--- src/hdl/asc_pkg.sv ---
// shared constants of the adc sequence controller
package asc_pkg;
	localparam int          ASC_AW        = 8;
	localparam int          ASC_SLOTS     = 16;
	localparam logic [7:0]  ASC_OFS_CTL   = 8'h00;
	localparam logic [7:0]  ASC_OFS_START = 8'h04;
	localparam logic [7:0]  ASC_OFS_STAT  = 8'h08;
	localparam logic [7:0]  ASC_OFS_FLAGS = 8'h0C;
	localparam logic [7:0]  ASC_OFS_OPT   = 8'h10;
	localparam logic [7:0]  ASC_OFS_IST   = 8'h14;
	localparam logic [7:0]  ASC_OFS_IMASK = 8'h18;
	localparam logic [7:0]  ASC_OFS_RES   = 8'h40;
	localparam int          ASC_CTL_LEN   = 3;
	localparam int          ASC_CTL_FIFO  = 2;
	localparam int          ASC_CTL_HALT  = 0;
	localparam logic [3:0]  ASC_LEN_RST   = 4'h4;
	localparam int          ASC_ST_SCAN   = 0;
	localparam int          ASC_ST_EXTERNAL_TRIGGER_MODE  = 1;
	localparam int          ASC_OPT_FAST  = 0;
	localparam int          ASC_IRQ_SEQ   = 0;
	localparam int          ASC_IRQ_CONV  = 1;
	localparam logic [4:0]  ASC_LEN_MAX   = 5'h10;
	localparam logic [1:0]  ASC_RESP_OK   = 2'h0;
	localparam logic [1:0]  ASC_RESP_ERR  = 2'h2;
	typedef enum logic [1:0] {
		ASC_HALT_RUN    = 2'b00,
		ASC_HALT_RSVD   = 2'b01,
		ASC_HALT_FINISH = 2'b10,
		ASC_HALT_NOW    = 2'b11
	} asc_halt_e;
	typedef enum logic [1:0] {
		ASC_IDLE  = 2'b00,
		ASC_ARMED = 2'b01,
		ASC_RUN   = 2'b10
	} asc_phase_e;
	function automatic logic [4:0] asc_seq_len(input logic [3:0] l);
		return (l == 4'h0) ? ASC_LEN_MAX : {1'b0, l};
	endfunction
endpackage

--- src/hdl/asc_bus_if.sv ---
// register access carrier between bus slave and core
`timescale 1ns/10ps
`default_nettype none
interface asc_bus_if;
	logic                      wr_en;
	logic [asc_pkg::ASC_AW-1:0] wr_addr;
	logic [31:0]               wr_data;
	logic [3:0]                wr_strb;
	logic                      wr_hit;
	logic                      rd_en;
	logic [asc_pkg::ASC_AW-1:0] rd_addr;
	logic [31:0]               rd_data;
	logic                      rd_hit;
	modport slv (output wr_en, wr_addr, wr_data, wr_strb, rd_en, rd_addr,
		input wr_hit, rd_data, rd_hit);
	modport core (input wr_en, wr_addr, wr_data, wr_strb, rd_en, rd_addr,
		output wr_hit, rd_data, rd_hit);
endinterface
`default_nettype wire

--- src/hdl/asc_axil.sv ---
// axi4-lite slave front end
`timescale 1ns/10ps
`default_nettype none
module asc_axil import asc_pkg::*; (
	input  wire logic              aclk,
	input  wire logic              aresetn,
	input  wire logic              ce,
	input  wire logic [ASC_AW-1:0] s_axi_awaddr,
	input  wire logic              s_axi_awvalid,
	output logic                   s_axi_awready,
	input  wire logic [31:0]       s_axi_wdata,
	input  wire logic [3:0]        s_axi_wstrb,
	input  wire logic              s_axi_wvalid,
	output logic                   s_axi_wready,
	output logic [1:0]             s_axi_bresp,
	output logic                   s_axi_bvalid,
	input  wire logic              s_axi_bready,
	input  wire logic [ASC_AW-1:0] s_axi_araddr,
	input  wire logic              s_axi_arvalid,
	output logic                   s_axi_arready,
	output logic [31:0]            s_axi_rdata,
	output logic [1:0]             s_axi_rresp,
	output logic                   s_axi_rvalid,
	input  wire logic              s_axi_rready,
	asc_bus_if.slv                 bus
);
	typedef struct packed {
		logic              aw_ok;
		logic [ASC_AW-1:0] awaddr;
		logic              w_ok;
		logic [31:0]       wdata;
		logic [3:0]        wstrb;
		logic              bvalid;
		logic [1:0]        bresp;
		logic              rvalid;
		logic [31:0]       rdata;
		logic [1:0]        rresp;
	} asc_axil_s;
	asc_axil_s r;
	asc_axil_s next_r;
	// ****************************************
	// handshakes
	// ****************************************
	assign s_axi_awready = ce & ~r.aw_ok & ~r.bvalid;
	assign s_axi_wready  = ce & ~r.w_ok & ~r.bvalid;
	assign s_axi_arready = ce & ~r.rvalid;
	assign s_axi_bvalid  = r.bvalid;
	assign s_axi_bresp   = r.bresp;
	assign s_axi_rvalid  = r.rvalid;
	assign s_axi_rdata   = r.rdata;
	assign s_axi_rresp   = r.rresp;
	assign bus.wr_en     = ce & r.aw_ok & r.w_ok & ~r.bvalid;
	assign bus.wr_addr   = {r.awaddr[ASC_AW-1:2], 2'b00};
	assign bus.wr_data   = r.wdata;
	assign bus.wr_strb   = r.wstrb;
	assign bus.rd_en     = s_axi_arvalid & s_axi_arready;
	assign bus.rd_addr   = {s_axi_araddr[ASC_AW-1:2], 2'b00};
	always_comb begin
		next_r = r;
		if (s_axi_awvalid & s_axi_awready) begin
			next_r.aw_ok  = 1'b1;
			next_r.awaddr = s_axi_awaddr;
		end
		if (s_axi_wvalid & s_axi_wready) begin
			next_r.w_ok  = 1'b1;
			next_r.wdata = s_axi_wdata;
			next_r.wstrb = s_axi_wstrb;
		end
		if (bus.wr_en) begin
			next_r.aw_ok  = 1'b0;
			next_r.w_ok   = 1'b0;
			next_r.bvalid = 1'b1;
			next_r.bresp  = bus.wr_hit ? ASC_RESP_OK : ASC_RESP_ERR;
		end else if (r.bvalid & s_axi_bready) begin
			next_r.bvalid = 1'b0;
		end
		if (bus.rd_en) begin
			next_r.rvalid = 1'b1;
			next_r.rdata  = bus.rd_hit ? bus.rd_data : 32'h0000_0000;
			next_r.rresp  = bus.rd_hit ? ASC_RESP_OK : ASC_RESP_ERR;
		end else if (r.rvalid & s_axi_rready) begin
			next_r.rvalid = 1'b0;
		end
	end
	always_ff @(posedge aclk) begin
		if (!aresetn) begin
			r <= '0;
		end else if (ce) begin
			r <= next_r;
		end
	end
endmodule
`default_nettype wire

--- src/hdl/asc_top.sv ---
// adc conversion sequence controller with register file
// ****************************************
// ****************************************
//
// Chosen here: the AXI4-Lite slave port and the register addresses.
`timescale 1ns/10ps
`default_nettype none
module asc_top import asc_pkg::*; #(
	parameter int RES_W = 10
) (
	input  wire logic              aclk,
	input  wire logic              aresetn,
	input  wire logic              ce,
	input  wire logic [ASC_AW-1:0] s_axi_awaddr,
	input  wire logic              s_axi_awvalid,
	output logic                   s_axi_awready,
	input  wire logic [31:0]       s_axi_wdata,
	input  wire logic [3:0]        s_axi_wstrb,
	input  wire logic              s_axi_wvalid,
	output logic                   s_axi_wready,
	output logic [1:0]             s_axi_bresp,
	output logic                   s_axi_bvalid,
	input  wire logic              s_axi_bready,
	input  wire logic [ASC_AW-1:0] s_axi_araddr,
	input  wire logic              s_axi_arvalid,
	output logic                   s_axi_arready,
	output logic [31:0]            s_axi_rdata,
	output logic [1:0]             s_axi_rresp,
	output logic                   s_axi_rvalid,
	input  wire logic              s_axi_rready,
	input  wire logic              ext_trigger,
	input  wire logic              debug_freeze,
	output logic                   conv_start,
	output logic                   conv_abort,
	output logic                   conv_hold,
	output logic [3:0]             conv_slot,
	input  wire logic              conv_done,
	input  wire logic [RES_W-1:0]  conv_data,
	output logic                   irq
);
	typedef struct packed {
		logic [3:0]                      len;
		logic                            fifo;
		asc_halt_e                       halt;
		logic                            fast;
		logic                            scan;
		logic                            external_trigger_mode;
		asc_phase_e                      ph;
		logic                            in_conv;
		logic                            start_p;
		logic                            abort_p;
		logic [3:0]                      slot;
		logic [4:0]                      cnt;
		logic [ASC_SLOTS-1:0]            ccf;
		logic [ASC_SLOTS-1:0]            armed;
		logic [ASC_SLOTS-1:0][RES_W-1:0] res;
		logic [1:0]                      ist;
		logic [1:0]                      imask;
		logic                            t1;
		logic                            t2;
		logic                            t3;
		logic                            f1;
		logic                            f2;
	} asc_core_s;
	asc_core_s    r;
	asc_core_s    next_r;
	logic         done;
	logic         trig_edge;
	logic         freeze_stop;
	logic         last_conv;
	logic         rd_res;
	logic         wr_res;
	logic         wr_ctl;
	logic         wr_start;
	logic [3:0]   rd_idx;
	logic [3:0]   wr_idx;
	asc_bus_if    bus ();
	// ****************************************
	// register decode helpers
	// ****************************************
	function automatic logic asc_is_res(input logic [ASC_AW-1:0] a);
		return a[ASC_AW-1:6] == ASC_OFS_RES[ASC_AW-1:6];
	endfunction
	function automatic logic asc_known(input logic [ASC_AW-1:0] a);
		return asc_is_res(a) || a == ASC_OFS_CTL || a == ASC_OFS_START ||
			a == ASC_OFS_STAT || a == ASC_OFS_FLAGS || a == ASC_OFS_OPT ||
			a == ASC_OFS_IST || a == ASC_OFS_IMASK;
	endfunction
	// ****************************************
	// bus slave
	// ****************************************
	asc_axil u_axil (
		.aclk          (aclk),
		.aresetn       (aresetn),
		.ce            (ce),
		.s_axi_awaddr  (s_axi_awaddr),
		.s_axi_awvalid (s_axi_awvalid),
		.s_axi_awready (s_axi_awready),
		.s_axi_wdata   (s_axi_wdata),
		.s_axi_wstrb   (s_axi_wstrb),
		.s_axi_wvalid  (s_axi_wvalid),
		.s_axi_wready  (s_axi_wready),
		.s_axi_bresp   (s_axi_bresp),
		.s_axi_bvalid  (s_axi_bvalid),
		.s_axi_bready  (s_axi_bready),
		.s_axi_araddr  (s_axi_araddr),
		.s_axi_arvalid (s_axi_arvalid),
		.s_axi_arready (s_axi_arready),
		.s_axi_rdata   (s_axi_rdata),
		.s_axi_rresp   (s_axi_rresp),
		.s_axi_rvalid  (s_axi_rvalid),
		.s_axi_rready  (s_axi_rready),
		.bus           (bus.slv)
	);
	// ****************************************
	// combinational decode
	// ****************************************
	assign done        = conv_done & r.in_conv;
	assign trig_edge   = r.t2 & ~r.t3;
	assign freeze_stop = r.f2 & (r.halt == ASC_HALT_FINISH || r.halt == ASC_HALT_NOW);
	assign last_conv   = (r.cnt + 5'h01) == asc_seq_len(r.len);
	assign rd_res      = bus.rd_en & asc_is_res(bus.rd_addr);
	assign wr_res      = bus.wr_en & asc_is_res(bus.wr_addr);
	assign wr_ctl      = bus.wr_en & (bus.wr_addr == ASC_OFS_CTL);
	assign wr_start    = bus.wr_en & (bus.wr_addr == ASC_OFS_START);
	assign rd_idx      = bus.rd_addr[5:2];
	assign wr_idx      = bus.wr_addr[5:2];
	assign bus.wr_hit  = asc_known(bus.wr_addr);
	assign bus.rd_hit  = asc_known(bus.rd_addr);
	// immediate halt holds the converter mid conversion
	assign conv_hold   = r.f2 & (r.halt == ASC_HALT_NOW) & r.in_conv;
	assign conv_start  = r.start_p;
	assign conv_abort  = r.abort_p;
	assign conv_slot   = r.slot;
	assign irq         = |(r.ist & r.imask);
	// ****************************************
	// read mux
	// ****************************************
	always_comb begin
		bus.rd_data = 32'h0000_0000;
		if (asc_is_res(bus.rd_addr)) begin
			bus.rd_data[RES_W-1:0] = r.res[rd_idx];
		end else begin
			unique case (bus.rd_addr)
				ASC_OFS_CTL: begin
					bus.rd_data[6:0] = {r.len, r.fifo, r.halt};
				end
				ASC_OFS_START: begin
					bus.rd_data[1:0] = {r.external_trigger_mode, r.scan};
				end
				ASC_OFS_STAT: begin
					bus.rd_data[5:0] = {freeze_stop & (r.ph == ASC_RUN),
						r.ph != ASC_IDLE, r.slot};
				end
				ASC_OFS_FLAGS: begin
					bus.rd_data[ASC_SLOTS-1:0] = r.ccf;
				end
				ASC_OFS_OPT: begin
					bus.rd_data[ASC_OPT_FAST] = r.fast;
				end
				ASC_OFS_IST: begin
					bus.rd_data[1:0] = r.ist;
				end
				ASC_OFS_IMASK: begin
					bus.rd_data[1:0] = r.imask;
				end
				default: begin
					bus.rd_data = 32'h0000_0000;
				end
			endcase
		end
	end
	// ****************************************
	// next state
	// ****************************************
	always_comb begin
		next_r         = r;
		next_r.start_p = 1'b0;
		next_r.abort_p = 1'b0;
		next_r.t1      = ext_trigger;
		next_r.t2      = r.t1;
		next_r.t3      = r.t2;
		next_r.f1      = debug_freeze;
		next_r.f2      = r.f1;
		// result lands in the current slot
		if (done) begin
			next_r.in_conv      = 1'b0;
			next_r.res[r.slot]  = conv_data;
			// four bit counter wraps to slot zero
			next_r.slot         = r.slot + 4'h1;
			next_r.cnt          = r.cnt + 5'h01;
			if (last_conv) begin
				next_r.cnt = 5'h00;
				if (!r.fifo) begin
					next_r.slot = 4'h0;
				end
				if (!r.scan) begin
					next_r.ph = r.external_trigger_mode ? ASC_ARMED : ASC_IDLE;
				end
			end
		end
		unique case (r.ph)
			ASC_IDLE: begin
				next_r.ph = next_r.ph;
			end
			ASC_ARMED: begin
				if (trig_edge) begin
					next_r.ph = ASC_RUN;
				end
			end
			ASC_RUN: begin
				if (!r.in_conv && !freeze_stop) begin
					next_r.in_conv = 1'b1;
					next_r.start_p = 1'b1;
				end
			end
			default: begin
				next_r.ph = ASC_IDLE;
			end
		endcase
		if (rd_res && (r.fast || r.armed[rd_idx])) begin
			next_r.ccf[rd_idx]   = 1'b0;
			next_r.armed[rd_idx] = 1'b0;
		end
		if (wr_res && r.fast) begin
			next_r.ccf[wr_idx] = 1'b0;
		end
		if (bus.rd_en && bus.rd_addr == ASC_OFS_FLAGS) begin
			next_r.armed = r.ccf;
		end
		if (bus.wr_en && bus.wr_strb[0]) begin
			unique case (bus.wr_addr)
				ASC_OFS_CTL: begin
					next_r.len  = bus.wr_data[ASC_CTL_LEN+:4];
					next_r.fifo = bus.wr_data[ASC_CTL_FIFO];
					next_r.halt = asc_halt_e'(bus.wr_data[ASC_CTL_HALT+:2]);
				end
				ASC_OFS_START: begin
					next_r.scan  = bus.wr_data[ASC_ST_SCAN];
					next_r.external_trigger_mode = bus.wr_data[ASC_ST_EXTERNAL_TRIGGER_MODE];
				end
				ASC_OFS_OPT: begin
					next_r.fast = bus.wr_data[ASC_OPT_FAST];
				end
				ASC_OFS_IST: begin
					next_r.ist = r.ist & ~bus.wr_data[1:0];
				end
				ASC_OFS_IMASK: begin
					next_r.imask = bus.wr_data[1:0];
				end
				default: begin
					next_r.ist = next_r.ist;
				end
			endcase
		end
		if (wr_ctl || wr_start ||
			(bus.wr_en && bus.wr_addr == ASC_OFS_OPT)) begin
			next_r.abort_p = r.in_conv;
			next_r.ph      = ASC_IDLE;
			next_r.in_conv = 1'b0;
			next_r.start_p = 1'b0;
			next_r.slot    = 4'h0;
			next_r.cnt     = 5'h00;
		end
		if (wr_start) begin
			next_r.ph = next_r.external_trigger_mode ? ASC_ARMED : ASC_RUN;
		end
		if (done) begin
			next_r.ccf[r.slot]   = 1'b1;
			next_r.armed[r.slot] = 1'b0;
			next_r.ist[ASC_IRQ_CONV] = 1'b1;
			if (last_conv) begin
				next_r.ist[ASC_IRQ_SEQ] = 1'b1;
			end
		end
	end
	// ****************************************
	// state register
	// ****************************************
	always_ff @(posedge aclk) begin
		if (!aresetn) begin
			r <= '0;
			r.len <= ASC_LEN_RST;
		end else if (ce) begin
			r <= next_r;
		end
	end
endmodule
`default_nettype wire

--- config.mk ---
export PLATFORM = sky130hd
export DESIGN_NAME = asc_top
export DESIGN_NICKNAME = d
export VERILOG_FILES = /design/src/hdl/asc_pkg.sv /design/src/hdl/asc_bus_if.sv /design/src/hdl/asc_axil.sv /design/src/hdl/asc_top.sv
export SDC_FILE = /design/constraint.sdc
export NUM_CORES = 1
export LEC_CHECK = 0
export BUFFER_PORTS_ARGS = -buffer_cell sky130_fd_sc_hd__buf_2
export CAP_MARGIN = 25
export CORE_MARGIN = 2
export CORE_UTILIZATION = 64
export DETAILED_ROUTE_END_ITERATION = 10
export PLACE_DENSITY = 0.9
export SETUP_SLACK_MARGIN = 0.1
export SLEW_MARGIN = 20
export SYNTH_ARGS = -nofsm -noshare
export SYNTH_HDL_FRONTEND = slang
export SYNTH_SLANG_ARGS = --single-unit
--- constraint.sdc ---
create_clock -name aclk -period 6.4 [get_ports aclk]
set_input_delay 0.96 -clock aclk [delete_from_list [all_inputs] [get_ports aclk]]
set_output_delay 0.96 -clock aclk [all_outputs]
set_load 0.01 [all_outputs]
==> flow_metrics.env <==
export IMPL_ctsRootBufferMaster="clkbuf_16"
export IMPL_synthTopCellsByCount="261 x dfxtp_1, 230 x nand2_1, 161 x nor2_1"
export IMPL_finalSetupViolCount=0
export IMPL_finalSetupTns_ps=0
export IMPL_htree_levels=1
export IMPL_slew_viol_final=0
export IMPL_drt_iter0_drc=1525
export IMPL_io_pins=122
export IMPL_drtPass1Iterations=7
export IMPL_port_buffers=71
export IMPL_run_status="finished clean"
export IMPL_via_per_inst=6.646
export IMPL_cpPeakStageDelay_ps=550
export IMPL_cap_violations=0
export IMPL_via_count=10514
export IMPL_synth_seq_cells=261
export IMPL_grt_pass1_vias=10045
export IMPL_power_density_nw_per_um2=258.0
export IMPL_num_rows=50
export IMPL_ys_seq_area_share_pct=42.68
export IMPL_max_freq_ghz=0.2995
export IMPL_synth_most_common_cell="dfxtp_1"
export IMPL_numCtsBuffers=26
export IMPL_wl_mm=33.84
export IMPL_crit_top_cell="buf_2"
export IMPL_coreArea_um2=18770
export IMPL_fin_nets=1405
export IMPL_gp_congestion=1.002
export IMPL_track_usage_pct=33.07
export IMPL_synth_async_reset_ratio_pct=0
export IMPL_clk_pin_slew_worst_paths_ps=60
export IMPL_avgSynthCellArea_um2=9.143
export IMPL_wl_per_cell_um=21.39
export IMPL_drive_gt1_share_pct=14.55
export IMPL_synth_cell_types=73
export IMPL_hpwl_mm=21.39
export IMPL_cts_buffer_depth=3
export IMPL_worstPathCellList="buf_2, inv_1, nor2_1, buf_2"
export IMPL_dp_cells=1530
export IMPL_cts_tree="built"
export IMPL_fin_skew_ps=21.82
export IMPL_hold_buffers=0
export IMPL_overflow=0
export IMPL_required_ps=5440
export IMPL_path_class="in -> out"
export IMPL_relSlewSlack_pct=28.56
export IMPL_cp_data_arrival_time_ps=2380
export IMPL_cp_max_fo=31
export IMPL_min_path_type="reg -> reg"
export IMPL_antenna_found_initial=0
export IMPL_insertion_delay_ps=550
export IMPL_syn_to_final_growth_pct=8.073
export IMPL_yosysTopAreaCell="dfxtp_1"
export IMPL_initial_core_util_pct=65.23
export IMPL_slowest_stage="buf_2"
export IMPL_post_cts_setup_buffers=0
export IMPL_grt_max_degree=113
export IMPL_dieArea_um2=20250
export IMPL_stdcell_count=1582
export IMPL_fin_crit_ps=3339
export IMPL_end_kind="output port"
export IMPL_ys_warnings_count=0
export IMPL_critPathLaunchType="primary input"
export IMPL_synth_edf_count=0
export IMPL_grt_setup_unrepaired="false"
export IMPL_tightest_slew_ps=1070
export IMPL_drc=0
export IMPL_clock_sinks=261
export IMPL_final_hold_viol_count=0
export IMPL_irDropWorstVdd_mv=0.2593
export IMPL_cts_resized=0
export IMPL_min_period_over_period_pct=52.17
export IMPL_die_y_um=142.3
export IMPL_p_leak_nw=4.637
export IMPL_die_x_um=142.3
export IMPL_yosys_area_top_type_share_pct=42.68
export IMPL_ys_top_cells_by_area="dfxtp_1 43%, mux2i_1 9.7%, mux4_2 9.6%, nand2_1 7.1%, nor2_1 4.9%"
export IMPL_ant_nets=0
export IMPL_syn_inst=1339
export IMPL_synth_area_um2=12240
export IMPL_grt_pass1_wl_mm=53.11
export IMPL_synth_ff_type="dfxtp_1"
-- worst paths after layout --
path                                             start                endpoint  slack [ps]  cells after the start
worst min-delay path            u_axil.s_axi_rdata[12]  u_axil.s_axi_rdata[12]         450                      2
worst max register to register                  r[212]                   r[96]        3680                      6
worst max-delay path                                ce           s_axi_arready        3060                      4
worst min register to register  u_axil.s_axi_rdata[12]  u_axil.s_axi_rdata[12]         450                      2
-- area by class of cell --
type	count	area (um2)
timing repair buffer	83	467.9
inverter	11	46.29
clock inverter	8	105.1
clock buffer	40	793.3
antenna	1	2.502
multi-input combinational	944	6299
fill	1346	5537
sequential	261	5225
tap	234	292.8
-- registers in the layout (all words and copies together), names as in the netlist --
signal	count
r	216
u_axil.s_axi_rvalid	1
u_axil.bus.wr_strb	1
u_axil.bus.wr_addr	6
u_axil.s_axi_bvalid	1
u_axil.s_axi_rdata	16
u_axil.s_axi_rresp	1
conv_abort	1
conv_start	1
u_axil.s_axi_bresp	1
u_axil.bus.wr_data	7
u_axil.r	2
next_r	3
conv_slot	4
-- critical path: cells and delay by family --
kind,cells,cell delay (ps)
AND/OR/NAND/NOR,1,200
buffers and inverters,3,1180
-- through the flow --
step | hold WS, ps | setup slack, ps | instance area (um2) | util, % | power [mW]
after detailed placement | 442.5 | 2654 | 12290 | 65.47 | 1.855
after CTS | 450.6 | 3132 | 13190 | 70.26 | 3.409
after floorplan | 426.3 | 3675 | 12310 | - | 1.815
after global placement | 437.7 | 2686 | 12290 | 65.47 | 1.852
final | 446.6 | 3061 | 13230 | 70.50 | 3.414
after global routing | 467.9 | 2849 | 13230 | 70.49 | 3.497
-- power by group --
group	internal (mW)	leakage, nW	switching, mW
combinational	0.0515	2.09	0.128
clock	0.935	0.446	0.652
sequential	1.63	2.11	0.0121
total	2.62	4.64	0.792
-- logic make-up (layout without fill, tap and decap cells) --
logic type               count (synthesis)  in the layout  synth area share, %
other                                    1             19              0.03063
flip-flops                             261            261                42.68
buffers and inverters                  151            142                6.459
multiplexers                           172            172                19.39
adder cells (fa/ha/maj)                  5              5               0.5110
AND/OR/NAND/NOR                        499            499                17.56
XOR/XNOR                                 6              6               0.6643
AO/OA/AOI/OAI                          244            244                12.71
-- placed cells by master, fill, tap and decap left out, types with 4 or more instances in the layout --
cell	instances
nor4_1	5
nand3_1	27
o221ai_1	6
o21a_1	7
buf_2	70
o21ai_1	6
clkbuf_8	9
dfxtp_1	261
ha_1	5
clkbuf_16	26
a221o_1	4
clkbuf_1	5
o21ai_0	34
a21oi_1	111
nor2b_1	14
o2111ai_1	14
conb_1	18
nand3b_1	4
buf_4	12
or2_2	4
mux4_2	52
o22ai_1	5
inv_1	9
nand2_1	230
and2_1	6
clkinv_2	4
o211ai_1	5
nand4_1	4
nor2_1	158
mux2i_1	119
nand2b_1	9
and3_1	5
nor3_1	11
a32oi_1	16
-- routing by layer --
layer | part of all wire (%) | wire, um | GRT usage (%)
met5 | 0 | 0 | 0
met4 | 4.8 | 1617 | 14.80
met3 | 11 | 3852 | 7.604
met2 | 46 | 15610 | 53.88
met1 | 38 | 12750 | 42.29
Note: power is estimated with default switching activity, not from simulation.
